`config.mk`:
```
export PLATFORM = sky130hd
export DESIGN_NAME = adcs_top
export DESIGN_NICKNAME = d
export VERILOG_FILES = /design/src/hw/adcs_pkg.sv /design/src/hw/adcs_top.sv /design/src/hw/adcs_tad_gen.sv /design/src/hw/adcs_sar.sv
export VERILOG_INCLUDE_DIRS = /design/src /design/src/hw
export SDC_FILE = /design/constraint.sdc
export NUM_CORES = 1
export LEC_CHECK = 0
export BUFFER_PORTS_ARGS = -buffer_cell sky130_fd_sc_hd__buf_2
export CORE_MARGIN = 3
export CORE_UTILIZATION = 49
export CTS_BUF_LIST = sky130_fd_sc_hd__clkbuf_4 sky130_fd_sc_hd__clkbuf_8 sky130_fd_sc_hd__clkbuf_16
export DETAILED_ROUTE_END_ITERATION = 12
export PLACE_DENSITY = 0.77
export SLEW_MARGIN = 30
export SYNTH_ARGS = -nofsm -noshare
export SYNTH_HDL_FRONTEND = slang
export SYNTH_SLANG_ARGS = --single-unit
```
`constraint.sdc`:
```
create_clock -name clk_i -period 1.8 [get_ports clk_i]
set_input_delay 0.36 -clock clk_i [delete_from_list [all_inputs] [get_ports clk_i]]
set_output_delay 0.36 -clock clk_i [all_outputs]
set_load 0.005 [all_outputs]
```
`src/hw/adcs_defines.svh`:
```
`ifndef ADCS_DEFINES_SVH
`define ADCS_DEFINES_SVH

// Register word indices (byte address = 4 * index)
`define ADCS_IDX_CTRL0   3'h0
`define ADCS_IDX_CTRL1   3'h1
`define ADCS_IDX_RES_HI  3'h2
`define ADCS_IDX_RES_LO  3'h3
`define ADCS_IDX_STATUS  3'h4
`define ADCS_IDX_PORT    3'h5
`define ADCS_IDX_COMPARE 3'h6

// Field positions
`define ADCS_C0_PWR   0
`define ADCS_C0_GO    2
`define ADCS_C0_CHAN  5:3
`define ADCS_C0_CLK   7:6
`define ADCS_C1_PCFG  3:0
`define ADCS_C1_CLK2  6
`define ADCS_C1_JUST  7
`define ADCS_ST_DONE  0
`define ADCS_CMP_MODE 3:0

// Reset values
`define ADCS_RST_CFG  11'h000
`define ADCS_RST_MODE 4'h0
`define ADCS_RST_BYTE 8'h00

// Timing and codes
`define ADCS_CONV_TADS  4'hc
`define ADCS_ABORT_TADS 2'h2
`define ADCS_SPECIAL    4'hb
`define ADCS_RC_SEL     2'h3
`define ADCS_MIN_DIV_W  7

`endif

```
`src/hw/adcs_pkg.sv`:
```
package adcs_pkg;

    // Sequencer states, Gray along acquire -> convert -> abort wait
    typedef enum logic [1:0] {
        ADCS_ACQ  = 2'h0,
        ADCS_CONV = 2'h1,
        ADCS_WAIT = 2'h3
    } adcs_state_t;

    // Software configuration carried as one word
    typedef struct packed {
        logic       justify;
        logic [2:0] clk_sel;
        logic [2:0] channel;
        logic [3:0] pcfg;
    } adcs_cfg_t;

endpackage

```
`src/hw/adcs_top.sv`:
```
`timescale 1ns/10ps
`include "adcs_defines.svh"

// Behaviour
// - Hold capacitor is disconnected from the pin for the whole conversion.
// - A conversion lasts exactly twelve bit periods.
// - Clock select maps to 2,4,8,16,32,64 oscillator periods or RC.
// - Channel select and pin direction never gate a conversion.
// - Port reads return zero on analog-configured pins.
// - A digital-configured pin is still converted when selected.
// - Clearing go mid-conversion aborts it; results stay unchanged.
// - After an abort wait two bit periods, then acquire again.
// - Special-event mode with power on lets the trigger start a conversion.
// - Each special event resets the associated timer.
// - With power off the trigger is ignored but the timer still resets.
// - Go starts a conversion when powered; hardware clears it on completion.
// - Completion loads result, clears go and sets the done flag.
// - Justify select places the result right or left with zero padding.
// - Reset restores control registers, powers off and aborts.

module adcs_top #(
    parameter int WIDTH = 10,
    parameter int DIV_W = 7
) (
    input  wire logic        clk_i,
    input  wire logic        rst_i,
    input  wire logic        wb_cyc_i,
    input  wire logic        wb_stb_i,
    input  wire logic        wb_we_i,
    input  wire logic [4:2]  wb_adr_i,
    input  wire logic [3:0]  wb_sel_i,
    input  wire logic [31:0] wb_dat_i,
    output logic [31:0]      wb_dat_o,
    output logic             wb_ack_o,
    input  wire logic        rc_osc_i,
    input  wire logic        comp_i,
    input  wire logic [7:0]  port_pins_i,
    input  wire logic        special_trig_i,
    output logic [2:0]       channel_o,
    output logic             hold_connect_o,
    output logic [9:0]       dac_code_o,
    output logic             timer_reset_o
);

    if (WIDTH != 10) begin : g_chk
        $error("adcs_top: result layout serves a 10-bit converter only");
    end

    // ****************************************************************
    // Declarations
    // ****************************************************************

    adcs_pkg::adcs_state_t state_ff;
    adcs_pkg::adcs_state_t nxt_state;
    adcs_pkg::adcs_cfg_t   cfg_ff;

    logic                  power_on_ff;
    logic                  go_ff;
    logic [3:0]            compare_mode_ff;
    logic [7:0]            result_high_ff;
    logic [7:0]            result_low_ff;
    logic                  done_flag_ff;
    logic [7:0]            pin_meta_ff;
    logic [7:0]            pin_sync_ff;
    logic [1:0]            wait_cnt_ff;
    logic [7:0]            rd_byte;

    logic                  bus_req;
    logic                  wr_en;
    logic                  wr_ctrl0;
    logic                  wr_ctrl1;
    logic                  trig_hit;
    logic                  go_set;
    logic                  go_clr;
    logic                  conv_start;
    logic                  conv_abort;
    logic                  tad_tick;
    logic                  sar_done;
    logic [WIDTH-1:0]      sar_code;

    // ****************************************************************
    // Helpers
    // ****************************************************************

    // Analog-function pins per port configuration, AN7..AN0, 1 = analog
    function automatic logic [7:0] analog_mask(input logic [3:0] pcfg);
        unique case (pcfg)
            4'h0, 4'h1, 4'h8:       analog_mask = 8'hff;
            4'h2, 4'h3, 4'hc:       analog_mask = 8'h1f;
            4'h4, 4'h5:             analog_mask = 8'h0b;
            4'h6, 4'h7:             analog_mask = 8'h00;
            4'h9, 4'ha, 4'hb:       analog_mask = 8'h3f;
            4'hd:                   analog_mask = 8'h0f;
            4'he:                   analog_mask = 8'h01;
            4'hf:                   analog_mask = 8'h0d;
        endcase
    endfunction

    // ****************************************************************
    // Wishbone slave
    // ****************************************************************

    // Writes commit on the edge where the master samples ack
    assign bus_req  = wb_cyc_i & wb_stb_i;
    assign wr_en    = bus_req & wb_we_i & wb_ack_o & wb_sel_i[0];
    assign wr_ctrl0 = wr_en && (wb_adr_i == `ADCS_IDX_CTRL0);
    assign wr_ctrl1 = wr_en && (wb_adr_i == `ADCS_IDX_CTRL1);

    // Single-cycle ack, dropped the cycle after; unmapped reads give zero
    always_ff @(posedge clk_i) begin
        if (rst_i) begin
            wb_ack_o <= 1'b0;
            wb_dat_o <= '0;
        end else begin
            wb_ack_o <= bus_req & ~wb_ack_o;
            wb_dat_o <= {24'h000000, rd_byte};
        end
    end

    // Read multiplexer; reserved bits read zero
    always_comb begin
        rd_byte = `ADCS_RST_BYTE;
        unique case (wb_adr_i)
            `ADCS_IDX_CTRL0: begin
                rd_byte[`ADCS_C0_PWR]  = power_on_ff;
                rd_byte[`ADCS_C0_GO]   = go_ff;
                rd_byte[`ADCS_C0_CHAN] = cfg_ff.channel;
                rd_byte[`ADCS_C0_CLK]  = cfg_ff.clk_sel[1:0];
            end
            `ADCS_IDX_CTRL1: begin
                rd_byte[`ADCS_C1_PCFG] = cfg_ff.pcfg;
                rd_byte[`ADCS_C1_CLK2] = cfg_ff.clk_sel[2];
                rd_byte[`ADCS_C1_JUST] = cfg_ff.justify;
            end
            `ADCS_IDX_RES_HI:  rd_byte = result_high_ff;
            `ADCS_IDX_RES_LO:  rd_byte = result_low_ff;
            `ADCS_IDX_STATUS:  rd_byte[`ADCS_ST_DONE] = done_flag_ff;
            `ADCS_IDX_PORT:    rd_byte = pin_sync_ff & ~analog_mask(cfg_ff.pcfg);
            `ADCS_IDX_COMPARE: rd_byte[`ADCS_CMP_MODE] = compare_mode_ff;
            default:           rd_byte = `ADCS_RST_BYTE;
        endcase
    end

    // ****************************************************************
    // Control registers
    // ****************************************************************

    // Power bit; turning it off also clears go, which aborts
    always_ff @(posedge clk_i) begin
        if (rst_i) begin
            power_on_ff <= 1'b0;
        end else if (wr_ctrl0) begin
            power_on_ff <= wb_dat_i[`ADCS_C0_PWR];
        end
    end

    // Configuration fields, split over the two control words
    always_ff @(posedge clk_i) begin
        if (rst_i) begin
            cfg_ff <= `ADCS_RST_CFG;
        end else begin
            if (wr_ctrl0) begin
                cfg_ff.channel      <= wb_dat_i[`ADCS_C0_CHAN];
                cfg_ff.clk_sel[1:0] <= wb_dat_i[`ADCS_C0_CLK];
            end
            if (wr_ctrl1) begin
                cfg_ff.pcfg       <= wb_dat_i[`ADCS_C1_PCFG];
                cfg_ff.clk_sel[2] <= wb_dat_i[`ADCS_C1_CLK2];
                cfg_ff.justify    <= wb_dat_i[`ADCS_C1_JUST];
            end
        end
    end

    // Compare unit two mode field, mirrored here to qualify the trigger
    always_ff @(posedge clk_i) begin
        if (rst_i) begin
            compare_mode_ff <= `ADCS_RST_MODE;
        end else if (wr_en && wb_adr_i == `ADCS_IDX_COMPARE) begin
            compare_mode_ff <= wb_dat_i[`ADCS_CMP_MODE];
        end
    end

    // ****************************************************************
    // Go flag and trigger
    // ****************************************************************

    assign trig_hit = special_trig_i && (compare_mode_ff == `ADCS_SPECIAL);

    // Go is gated by the power bit as it stood before the write, so a
    // write that powers up and sets go together starts nothing
    assign go_set = power_on_ff & ((wr_ctrl0 & wb_dat_i[`ADCS_C0_GO])
                                   | trig_hit);
    assign go_clr = sar_done
                  | (wr_ctrl0 & ~wb_dat_i[`ADCS_C0_GO])
                  | (wr_ctrl0 & ~wb_dat_i[`ADCS_C0_PWR]);

    // A new start beats a completion or a clear in the same cycle
    always_ff @(posedge clk_i) begin
        if (rst_i) begin
            go_ff <= 1'b0;
        end else if (go_set) begin
            go_ff <= 1'b1;
        end else if (go_clr) begin
            go_ff <= 1'b0;
        end
    end

    // Timer reset follows every special event, powered or not
    always_ff @(posedge clk_i) begin
        if (rst_i) begin
            timer_reset_o <= 1'b0;
        end else begin
            timer_reset_o <= trig_hit;
        end
    end

    // ****************************************************************
    // Sequencer
    // ****************************************************************

    // Channel and direction bits play no part in the start condition
    assign conv_start = (state_ff == adcs_pkg::ADCS_ACQ) & go_ff
                        & power_on_ff;
    assign conv_abort = (state_ff == adcs_pkg::ADCS_CONV) & ~go_ff
                        & ~sar_done;

    always_comb begin
        nxt_state = state_ff;
        unique case (state_ff)
            adcs_pkg::ADCS_ACQ: begin
                if (conv_start) begin
                    nxt_state = adcs_pkg::ADCS_CONV;
                end
            end
            adcs_pkg::ADCS_CONV: begin
                if (sar_done) begin
                    nxt_state = adcs_pkg::ADCS_ACQ;
                end else if (conv_abort) begin
                    nxt_state = adcs_pkg::ADCS_WAIT;
                end
            end
            adcs_pkg::ADCS_WAIT: begin
                if (tad_tick && wait_cnt_ff == `ADCS_ABORT_TADS - 2'h1) begin
                    nxt_state = adcs_pkg::ADCS_ACQ;
                end
            end
            default: nxt_state = adcs_pkg::ADCS_ACQ;
        endcase
    end

    // State register
    always_ff @(posedge clk_i) begin
        if (rst_i) begin
            state_ff <= adcs_pkg::ADCS_ACQ;
        end else begin
            state_ff <= nxt_state;
        end
    end

    // Counts bit periods spent in the post-abort wait
    always_ff @(posedge clk_i) begin
        if (rst_i || state_ff != adcs_pkg::ADCS_WAIT) begin
            wait_cnt_ff <= '0;
        end else if (tad_tick) begin
            wait_cnt_ff <= wait_cnt_ff + 2'h1;
        end
    end

    // Hold capacitor tracks the pin only while acquiring
    always_ff @(posedge clk_i) begin
        if (rst_i) begin
            hold_connect_o <= 1'b1;
        end else begin
            hold_connect_o <= (nxt_state == adcs_pkg::ADCS_ACQ);
        end
    end

    // Channel goes straight to the mux, whatever the pin setup
    always_ff @(posedge clk_i) begin
        if (rst_i) begin
            channel_o <= '0;
        end else begin
            channel_o <= cfg_ff.channel;
        end
    end

    // ****************************************************************
    // Results and status
    // ****************************************************************

    // Completion loads the justified result; an abort never reaches here
    always_ff @(posedge clk_i) begin
        if (rst_i) begin
            result_high_ff <= `ADCS_RST_BYTE;
            result_low_ff  <= `ADCS_RST_BYTE;
        end else if (sar_done) begin
            if (cfg_ff.justify) begin
                result_high_ff <= {6'h00, sar_code[9:8]};
                result_low_ff  <= sar_code[7:0];
            end else begin
                result_high_ff <= sar_code[9:2];
                result_low_ff  <= {sar_code[1:0], 6'h00};
            end
        end else if (wr_en) begin
            if (wb_adr_i == `ADCS_IDX_RES_HI) begin
                result_high_ff <= wb_dat_i[7:0];
            end
            if (wb_adr_i == `ADCS_IDX_RES_LO) begin
                result_low_ff <= wb_dat_i[7:0];
            end
        end
    end

    // Done flag, write one to clear; a completion wins over the clear
    always_ff @(posedge clk_i) begin
        if (rst_i) begin
            done_flag_ff <= 1'b0;
        end else if (sar_done) begin
            done_flag_ff <= 1'b1;
        end else if (wr_en && wb_adr_i == `ADCS_IDX_STATUS
                     && wb_dat_i[`ADCS_ST_DONE]) begin
            done_flag_ff <= 1'b0;
        end
    end

    // Port pins are asynchronous, so two flops before the read mux
    always_ff @(posedge clk_i) begin
        pin_meta_ff <= port_pins_i;
        pin_sync_ff <= pin_meta_ff;
    end

    // DAC trial code leaves through a flop inside the converter core
    assign dac_code_o = sar_code;

    // ****************************************************************
    // Submodules
    // ****************************************************************

    // Ticks run outside acquisition; any state change restarts the divider,
    // so with a divided clock the post-abort wait gets two whole bit periods
    adcs_tad_gen #(
        .DIV_W    (DIV_W)
    ) u_tad (
        .clk_i    (clk_i),
        .rst_i    (rst_i),
        .run_i    ((state_ff != adcs_pkg::ADCS_ACQ) && (nxt_state == state_ff)),
        .sel_i    (cfg_ff.clk_sel),
        .rc_osc_i (rc_osc_i),
        .tick_o   (tad_tick)
    );

    // Successive-approximation core
    adcs_sar #(
        .WIDTH    (WIDTH)
    ) u_sar (
        .clk_i    (clk_i),
        .rst_i    (rst_i),
        .start_i  (conv_start),
        .abort_i  (conv_abort),
        .tick_i   (tad_tick),
        .comp_i   (comp_i),
        .code_o   (sar_code),
        .done_o   (sar_done)
    );

endmodule

```
`src/hw/adcs_tad_gen.sv`:
```
`timescale 1ns/10ps
`include "adcs_defines.svh"

module adcs_tad_gen #(
    parameter int DIV_W = 7
) (
    input  wire logic       clk_i,
    input  wire logic       rst_i,
    input  wire logic       run_i,
    input  wire logic [2:0] sel_i,
    input  wire logic       rc_osc_i,
    output logic            tick_o
);

    if (DIV_W < `ADCS_MIN_DIV_W) begin : g_chk
        $error("adcs_tad_gen: DIV_W too small for 64 clocks");
    end

    logic [DIV_W-1:0] cnt_ff;
    logic             rc_meta_ff;
    logic             rc_sync_ff;
    logic             rc_last_ff;
    logic             is_rc;

    // Divide ratio 2 << {sel[1:0], sel[2]}, minus one for the terminal count
    function automatic logic [DIV_W-1:0] div_limit(input logic [2:0] sel);
        div_limit = DIV_W'((7'h02 << {sel[1:0], sel[2]}) - 7'h01);
    endfunction

    assign is_rc = (sel_i[1:0] == `ADCS_RC_SEL);

    // RC clock crosses through two flops; the second and a delayed copy of it are looked at
    always_ff @(posedge clk_i) begin
        rc_meta_ff <= rc_osc_i;
        rc_sync_ff <= rc_meta_ff;
        rc_last_ff <= rc_sync_ff;
    end

    // Oscillator divider, held in reset so each conversion starts aligned
    always_ff @(posedge clk_i) begin
        if (rst_i || !run_i || cnt_ff == div_limit(sel_i)) begin
            cnt_ff <= '0;
        end else begin
            cnt_ff <= cnt_ff + 1'b1;
        end
    end

    // One tick per bit period, from the divider or a synced RC rise
    always_ff @(posedge clk_i) begin
        if (rst_i) begin
            tick_o <= 1'b0;
        end else if (is_rc) begin
            tick_o <= run_i & rc_sync_ff & ~rc_last_ff;
        end else begin
            tick_o <= run_i & (cnt_ff == div_limit(sel_i));
        end
    end

endmodule

```
`src/hw/adcs_sar.sv`:
```
`timescale 1ns/10ps
`include "adcs_defines.svh"

module adcs_sar #(
    parameter int WIDTH = 10
) (
    input  wire logic             clk_i,
    input  wire logic             rst_i,
    input  wire logic             start_i,
    input  wire logic             abort_i,
    input  wire logic             tick_i,
    input  wire logic             comp_i,
    output logic [WIDTH-1:0]      code_o,
    output logic                  done_o
);

    if (WIDTH + 2 != int'(`ADCS_CONV_TADS)) begin : g_chk
        $error("adcs_sar: WIDTH must match the bit-period count");
    end

    logic [3:0]       tad_ff;
    logic [WIDTH-1:0] trial_ff;
    logic             busy_ff;
    logic             comp_meta_ff;
    logic             comp_sync_ff;

    // Comparator is asynchronous, so two flops; this costs two clocks,
    // and a bit period of two clocks decides on the previous trial
    always_ff @(posedge clk_i) begin
        comp_meta_ff <= comp_i;
        comp_sync_ff <= comp_meta_ff;
    end

    // Bit period 0 settles, 1..WIDTH decide bits, last one completes
    always_ff @(posedge clk_i) begin
        done_o <= 1'b0;
        if (rst_i || abort_i) begin
            busy_ff  <= 1'b0;
            tad_ff   <= '0;
            trial_ff <= '0;
            code_o   <= '0;
        end else if (start_i) begin
            busy_ff <= 1'b1;
            tad_ff  <= '0;
            code_o  <= '0;
        end else if (busy_ff && tick_i) begin
            tad_ff <= tad_ff + 4'h1;
            if (tad_ff == 4'h0) begin
                code_o   <= {1'b1, {(WIDTH-1){1'b0}}};
                trial_ff <= {1'b1, {(WIDTH-1){1'b0}}};
            end else if (tad_ff <= 4'(WIDTH)) begin
                code_o   <= (comp_sync_ff ? code_o : (code_o & ~trial_ff))
                            | (trial_ff >> 1);
                trial_ff <= trial_ff >> 1;
            end else if (tad_ff == `ADCS_CONV_TADS - 4'h1) begin
                busy_ff <= 1'b0;
                done_o  <= 1'b1;
            end
        end
    end

endmodule

```
# == Word-level counts from Yosys, hierarchy flattened ==
# Memories as Yosys holds them, arrays and structs flattened. A register that Yosys moved wholly into a read port is not among the register bits.
# Index checks and enable logic that the tools add are counted.
# totals
elab_cells,160
regBits,131
out_inout_bits,48
n_memories,1
romBits,128
in_bits,55
# memory_table
memory,depth,word_bits,read_ports,rd_clocked_by_memory_dff,write_ports,line,rtl
(name not given),16,8,1,1,0,adcs_top.sv:87,unique case (pcfg)
# classes
bitwise,32
shifts,1
mux,37
reduce_logical,34
magnitude_cmp,1
n_eq_ne,17
addsub,4
# ops
op,n
2-to-1 mux 8 bit,9
2-to-1 mux 10 bit,5
nonzero test 2 bit,9
bitwise AND 1 bit,16
one-hot mux 2 bit (6 select lines),1
2-to-1 mux 1 bit,11
bitwise AND 10 bit,1
inverter 10 bit,1
OR 10 x 9 -> 10 bit,1
one-hot mux 2 bit (5 select lines),1
"== test 3 bit, second input constant",3
logical AND 1 bit,9
bitwise AND 8 bit,1
"== test 4 bit, second input constant",2
2-to-1 mux 2 bit,4
2-to-1 mux 4 bit,2
inverter 1 bit,8
inverter 8 bit,1
one-hot mux 2 bit (4 select lines),1
"adder 7 x 1 -> 7 bit, second input constant",1
== test 7 bit,1
one-hot mux 1 bit (7 select lines),1
"<< shifter 2 x 3 -> 7 bit, first input constant",1
"subtractor 7 x 1 -> 7 bit, second input constant",1
other kinds (22),35

# == Logic depth before layout (Yosys ltp) ==
# Gate-level depths: netlist (run 1).
# depth
ltp_word,11
ltp_mapped,7
ltp_nobuf,7

# == Hierarchy ==
# From an unflattened synthesis (run 1), not the netlist that was laid out.
# hier_totals
hier_cells,533
area_unflattened_um2,5037.3
# modules_own_cells
module,n_inst,cells_per_inst,area_each_um2
adcs_top,1,350,3323.2
adcs_sar,1,129,1157.4
adcs_tad_gen,1,54,556.8

# == Worst setup path before layout (run 1) ==
# No wires, ideal clock.
# synth_path
path_kind,input to register
from,input port wb_adr_i[3] (netlist name)
to,register (tool-made name)
path_slack_ps,-62
setup_time_ps,86
arrival_ps,1776
n_path_buf,1
stages,6
cell_sequence,buf_6 -> nand2b_4 -> nor4_4 -> mux2i_1 -> inv_1 -> a211oi_1
# synth_lines
element,line,rtl
start: declaration,adcs_top.sv:30,"input wire logic [4:2] wb_adr_i,"

# == Worst setup path in the final report (run 1) ==
# layout_path
from,register u_sar.tad_ff[1]
to,register u_sar.code_o[2]
# layout_between
elab_chain_len,3
# layout_rtl
element,line,rtl
start: declaration,adcs_sar.sv:21,logic [3:0] tad_ff;
start signal: assignment,adcs_sar.sv:47,tad_ff <= tad_ff + 4'h1;
less-or-equal comparator 4 bit / zero test 4 bit (equally long branches),"adcs_sar.sv:51, adcs_sar.sv:48",
nonzero test 2 bit (no line),n/a,
AND reduction 2 bit (no line),n/a,
end signal: assignment,adcs_sar.sv:49,"code_o <= {1'b1, {(WIDTH-1){1'b0}}};"
end signal: assignment,adcs_sar.sv:52,code_o <= (comp_sync_ff ? code_o : (code_o & ~trial_ff))
end: declaration,adcs_sar.sv:13,"output logic [WIDTH-1:0] code_o,"
# Several ways; a longest one is shown, not always the timed one.
# A chain may end at the register's enable or synchronous reset.

==> impl_results.md, run 1 <==
* Logic gate share of total power at 0.033
* Required time worst endpoint at 2.17 ns
* Status: completed
* Post-synthesis sequential area ratio at 0.471
* WS Path Type: register to register
* CP Capture Type: register
* Clock latency on the worst-skew pair at 0.51 ns
* DR vias at 4,097
* H-tree depth at 4
* Fmax at between 500 and 600 MHz
* Crit path max-delay family: compound AO/OA/AOI/OAI gates
* Clock-pin slew on the worst setup and hold paths at ~0.06 ns
* Core ar. at ~0.0094 mm^2
* Internal power at 4930 uW
* CTS Buf Count at 17
* Number of max-cap violations at 0
* Endpoint, Worst Hold: wb_ack_o$_SDFF_PP0_
* Slew Limit Fails at 0
* Minimum clock period at ~1.7 ns
* IO Count at 103
* Port Buf Inserts at 51
* Netlist Area Pre-Place at ~0.0048 mm^2
* Vias in the first global route at 3,957
* Worst hold stages at 3
* Residual DRC count at 0
* CP Buf/Inv Count at 0
* Die height at 105 um
* CTS sink count at approximately 110
* Worst Path Arrival at a little over 2 ns
* Leak at 0.00241 uW
* CP peak stage delay at 0.42 ns
* Final hold violation count at 0
* Vias per inst at 5.42
* Clock power share at 0.561
* Overall power at approximately 6300 uW
* Share of layout cells above drive strength 1 at 0.212
* FP Rows at 35
* Post-route ant nets at 0
* Asr flop ratio synth at 0
* Gpl congestion at a little under 0.9
* Routed wire length at roughly 12,000 um
* Nets at 673
* Most used DFF post-synth: dfxtp_1
* Clock Path Buffers at 2
* RR Startpoint: u_sar.tad_ff[1]$_SDFFE_PP0P_
* Filler instances at 713
* PwrDens at between 1000 and 1500 mW/mm^2
* Die width at 105 um
* FF+latch count, synth at 114
* Sw Share at 0.216
* Worst path slowest cell: dfxtp_1
* Overall routing resource usage at 0.217
* Ys Warns at 0
* Die footprint at about 0.011 mm^2
* Reg2reg path depth at 6
* Grt ovf at 0
* Number of synthesized flops with an enable pin at 0
* Initial antenna violation count at 2
* Ratio of final minimum period to clock period at 0.944
* VDD IR max at 0.000713 V
* HPWL after detailed placement at 8030 um
* Initial core utilization at 0.515
* R2R Setup Slk at 0.10 ns
* CTS tree: yes
* Avg Synthesized Cell Area at about 9.1 um^2
* CTS Root Cell: clkbuf_8
* Normalized max-slew margin at 0.617
* First-pass GRT wire length at 19,200 um
* Worst path cell trace: ha_1 > nor2b_1 > o21ai_1 > nand2_2 > o21ai_0 > a21oi_1
* Largest net degree at the start of global routing at 26
* Sw power at 1360 uW
* Sequential group share of total power at 0.407
* Post-DP Area at 0.00530 mm^2
* Critical Path Fanout Max at 10
* Final setup viols at 0
* CP Launch Type: register
* TNS Setup at 0 ns
* Wire per inst at 15.6 um
* Synth Instances at ~530
* HP Class: primary input to register
* Number of library cell types mapped by synthesis at 58
* Tightest Pin Transition at between 0.5 and 0.6 ns
* Unrepaired setup endpoints after global routing: yes
* RR Endpoint: u_sar.code_o[2]$_SDFFE_PP0P_
* Layout Cell Area excl Fill at a little over 0.006 mm^2
* Clk_skew at 0.00867 ns
* Initial detailed-routing violation count at 270
* Pre-antenna DRT Iters at 5
* Area delta synth->final at 24.9%
* Min-delay src: wb_stb_i
worst max path at each step:
stage | start | to | slack, ns | cells past startpoint
floorplan | wb_adr_i[3] | register | -0.01 | 6
global placement | wb_adr_i[3] | wb_dat_o[1]$_SDFF_PP0_ | 0.04 | 6
detailed placement | wb_adr_i[3] | register | -0.008 | 7
CTS | u_sar.tad_ff[0]$_SDFFE_PP0P_ | u_sar.code_o[7]$_SDFFE_PP0P_ | 0.03 | 7
global route | u_sar.tad_ff[1]$_SDFFE_PP0P_ | u_sar.code_o[2]$_SDFFE_PP0P_ | -0.0004 | 6
finish | u_sar.tad_ff[1]$_SDFFE_PP0P_ | u_sar.code_o[2]$_SDFFE_PP0P_ | 0.10 | 6
what timing repair did:
| action | in CTS | in global routing |
|---|---|---|
| endpoints found under the setup margin | 4 | 19 |
| buffers inserted | 0 | 0 |
| hold buffers | 10 | 0 |
| endpoints found under the hold margin | 10 | 0 |
| resized for setup | 2 | 6 |
cell families (layout without fill, tap and decap cells):
family	Yosys count	count (layout)	synth area share
other	1	25	0.000774
adders and majority gates	5	5	0.0129
AOI/OAI and AO/OA	116	116	0.152
and+or+nand+nor	190	190	0.201
DFF	114	114	0.471
buffers and inverters	68	137	0.0743
muxes	31	31	0.0723
xor gates and xnor gates	9	9	0.0163
stage by stage:
stage	hold slack, ns	instances	util	setup slack [ns]
global placement	0.311	713	0.563	0.0444
global route	0.0885	756	0.643	-0.000382
floorplan	0.310	557	-	-0.0132
CTS	0.0807	755	0.640	0.0307
detailed placement	0.312	713	0.563	-0.00778
finish	0.0981	756	0.643	0.101
cell type report:
class                      instances  area [um^2]  share of cell area
inverter                          16         60.1             0.00992
clock buffer                      18          428              0.0707
tap                              129          161              0.0267
clock inverter                    14          199              0.0329
multi-input combinational        375         2320               0.383
antenna                            1         2.50            0.000413
sequential                       114         2280               0.377
timing repair buffer              89          603              0.0996
per-layer routing:
metal / routed length (um) / global-route usage / up-vias
met5: 0 / 0 / -
met4: 261 / 0.0872 / 0
met3: 829 / 0.0545 / 25
met2: 5590 / 0.350 / 178
met1: 5110 / 0.278 / 1917
li1: - / - / 1977
power groups by stage:
| stage | clock, uW | combinational, uW | sequential [uW] |
|---|---|---|---|
| floorplan | 0 | 142 | 2610 |
| global placement | 0 | 179 | 2610 |
| detailed placement | 0 | 182 | 2620 |
| CTS | 3560 | 201 | 2560 |
| global route | 3690 | 223 | 2560 |
| finish | 3530 | 205 | 2560 |
tightest hold or removal path: cells and delay by family:
| family | cells | cell delay, ns |
|---|---|---|
| buffers and inverters | 1 | 0.11 |
| and+or+nand+nor | 2 | 0.09 |
cells in the final DEF (no fill, tap or decap), types with 10 or more instances in the layout:
cell / Yosys / routed
nor2b_1: 17 / 17
clkbuf_16: 0 / 16
a21oi_1: 49 / 49
dfxtp_1: 114 / 114
nand2_1: 46 / 45
buf_2: 6 / 51
inv_1: 15 / 15
nand3_1: 21 / 20
mux2i_1: 26 / 24
conb_1: 1 / 24
buf_4: 24 / 25
nor2_1: 55 / 55
a211oi_1: 13 / 12
o21ai_0: 19 / 17
dlygate4sd3_1: 0 / 10
flip-flops by register name, summed over array words and instances, names as in the netlist, 2 cells and up, named ones only:
name and flops:
channel_o 3, u_sar.tad_ff 4, cfg_ff 11, result_low_ff 8, u_tad.cnt_ff 7, state_ff 2, result_high_ff 8, pin_meta_ff 8
u_sar.code_o 10, wait_cnt_ff 2, wb_dat_o 8, pin_sync_ff 8, compare_mode_ff 4, u_sar.trial_ff 10
Yosys cell counts (7+ instances only):
cell type / count / area [um^2]
dfxtp_1: 114 / 2280
nor2_1: 55 / 206
a21oi_1: 49 / 245
nand2_1: 46 / 173
mux2i_1: 26 / 260
buf_4: 24 / 180
nand3_1: 21 / 105
clkbuf_1: 19 / 71.3
o21ai_0: 19 / 95.1
nor2b_1: 17 / 106
inv_1: 15 / 56.3
a211oi_1: 13 / 97.6
nand2b_1: 8 / 50.1
nand3b_1: 7 / 52.6
Power figures use the tool's default switching activity.
==> run 2, diff against run 1 <==
==> constraint.sdc (replaced) <==
create_clock -name clk_i -period 1.53 [get_ports clk_i]
set_input_delay 0.306 -clock clk_i [delete_from_list [all_inputs] [get_ports clk_i]]
set_output_delay 0.306 -clock clk_i [all_outputs]
set_load 0.005 [all_outputs]
==> run 2 against run 1 <==
  * The run now ends with negative setup slack left
  * Die area did not move
  * Setup slack worse by 0.27 ns
  * Utilization increased by 9.7 points
  * Non-clock buffer count up 55
  * Clock-buffer cell count is 2 higher
  * Sequential share of layout area down 4.7 points
  * Wire length is 23% higher
  * Design area up 15%
  * Global-route usage up 2.2 points
  * Sequential cell count did not move
  * Fmax grew 0.15%
  * Clock skew is essentially flat
  * Largest cell class unchanged
==> impl_results.md, run 2 (same netlist as run 1, synthesis figures left out) <==
* Nets at 729 (+8.3%)
* CP Capture Type: register
* Internal power at 5420 uW (+9.8%)
* Port Buf Inserts at 51 (unchanged)
* Sw Share at 0.234 (+0.0176)
* Status: complete, but fails checks
* WS Path Type: register to register
* Largest net degree at the start of global routing at 21 (-19%)
* Post-route ant nets at 0 (unchanged)
* Sequential group share of total power at 0.425 (+0.018)
* Share of layout cells above drive strength 1 at 0.377 (+0.164)
* IO Count at 103 (unchanged)
* Routed wire length at 14,500 um (+23%)
* Gpl congestion at 0.901 (+1.6%)
* Die width at 105 um (unchanged)
* Pre-antenna DRT Iters at 5 (unchanged)
* Most frequent cells in the layout: dfxtp_1 (106), buf_4 (58), buf_2 (51)
* H-tree depth at 4 (unchanged)
* Util after Layout at 0.740 (+0.0967)
* CTS Buf Count at 17 (unchanged)
* Tightest Pin Transition at 0.534 ns (-0.0413 ns)
* HP Class: primary input to register
* Leak at 0.00278 uW (+15%)
* Die height at 105 um (unchanged)
* Clock Path Buffers at 2 (unchanged)
* Slew Limit Fails at 0 (unchanged)
* Initial antenna violation count at 0 (-2)
* Minimum clock period at 1.70 ns (-0.00249 ns)
* Clock latency on the worst-skew pair at 0.52 ns (about the same)
* Clock-pin slew on the worst setup and hold paths at 0.06 ns (about the same)
* Normalized max-slew margin at 0.643 (+0.0267)
* HPWL after detailed placement at 8640 um (+7.7%)
* Required time worst endpoint at 1.92 ns (-0.25 ns)
* Commonest non-fill, non-tap cell in the layout: dfxtp_1
* Clk_skew at 0.00831 ns (-0.000364 ns)
* PwrDens at 1020 mW/mm^2 (-2.4%)
* Setup ws final at -0.166 ns (-0.268 ns)
* Sw power at 1660 uW (+21%)
* Number of max-cap violations at 0 (unchanged)
* Failing checks: negative setup slack
* Ratio of final minimum period to clock period at 1.11 (+0.165)
* Final setup viols at 40 (+40)
* Max FFs per register at 11 (unchanged)
* Initial core utilization at 0.515 (unchanged)
* CTS Root Cell: clkbuf_8
* Die footprint at 0.0111 mm^2 (unchanged)
* Clock power share at 0.534 (-0.027)
* Fmax at 590 MHz (+0.15%)
* Post-Layout Cell Count at 811 (+7.3%)
* Final hold violation count at 0 (unchanged)
* Unrepaired setup endpoints after global routing: yes
* First-pass GRT wire length at 21,200 um (+11%)
* Largest register by flop count: cfg_ff
* Area delta synth->final at 43.7%
* Wire per inst at 17.8 um (+14%)
* DR vias at 4,582 (+12%)
* VDD IR max at 0.000631 V (-11%)
* Core ar. at 0.00942 mm^2 (unchanged)
* Placed Cells at 748 (+4.9%)
* Vias per inst at 5.65 (+4.3%)
* Residual DRC count at 0 (unchanged)
* Initial detailed-routing violation count at 351 (+30%)
* Overall routing resource usage at 0.239 (+0.0223)
* Logic gate share of total power at 0.041 (+0.008)
* Critical Path Fanout Max at 7 (-3)
* FP Rows at 35 (unchanged)
* Number of diodes at 0 (-1)
* CP Launch Type: register
* Vias in the first global route at 4,328 (+9.4%)
* Top flop regs: cfg_ff: 11 flops, u_sar.code_o: 10 flops, u_sar.trial_ff: 10 flops
* Worst Path Arrival at 2.08 ns (about the same)
* Grt ovf at 0 (unchanged)
* CTS sink count at 114 (unchanged)
* CTS tree: yes
## run 2: cell types whose count changed in the layout (fill, tap and decap cells not counted), moves of 9 or more
cell,previous run,this run
a21oi_1,49,40
buf_4,25,58
buf_6,0,17
nand3_1,20,11
nor2_1,55,45
## run 2: repair_timing
| action | in CTS | in global routing |
|---|---|---|
| endpoints found under the hold margin | 11 | 0 |
| gates cloned | 1 | 1 |
| hold buffers | 11 | 0 |
| buffers inserted | 8 | 11 |
| setup endpoints to repair | 58 | 66 |
| pin swaps | 13 | 40 |
| resized for setup | 39 | 88 |
## run 2: final cells by class
cell class,instances,area (um^2)
Multi-Input combinational cell,376,2730
Fill cell,583,2450
Sequential cell,114,2300
Timing Repair Buffer,144,1130
Clock buffer,20,455
Tap cell,129,161
Clock inverter,12,121
Inverter,16,60.1
## run 2: stage by stage
step	setup TNS, ns	setup WS, ns	total power (uW)	cell area [um^2]	hold slack [ns]
final	-2.37	-0.166	7070	6960	0.0248
after global routing	-5.64	-0.258	7290	6960	0.0208
after CTS	-1.14	-0.122	7060	6480	0.00842
after detailed placement	-9.46	-0.269	3310	5560	0.312
after global placement	-5.78	-0.219	3300	5560	0.311
after floorplan	-1.24	-0.227	3240	4960	0.310
## run 2: path summary, 6_finish.rpt
check                                            start                endpoint  slack [ns]  cells after the start
worst max-delay path               wb_ack_o$_SDFF_PP0_                register       -0.17                      8
worst min-delay path                          wb_cyc_i     wb_ack_o$_SDFF_PP0_        0.02                      3
worst max register to register     wb_ack_o$_SDFF_PP0_                register       -0.17                      8
worst min register to register  pin_meta_ff[5]$_DFF_P_  pin_sync_ff[5]$_DFF_P_        0.33                      0
## run 2: per-layer routing
layer  GRT usage  wire length, um  part of all wire
met5           0                0                 0
met4      0.0975              336             0.023
met3      0.0863             1210             0.083
met2       0.383             7070              0.49
met1       0.292             5840              0.40
## run 2: power groups by stage
stage               Clock (uW)  Combinational, uW  Sequential [uW]
floorplan                    0                170             3070
global placement             0                228             3080
detailed placement           0                232             3080
CTS                       3780                264             3010
global route              3970                309             3010
finish                    3780                289             3010
## run 2: critical path: stages, from the launching register on
cell and delay (ns):
dfxtp_2 0.32, nand4_1 0.12, buf_4 0.17, nor4_4 0.13
buf_6 0.20, buf_6 0.11, mux2i_2 0.22, buf_4 0.19
a21oi_1 0.10
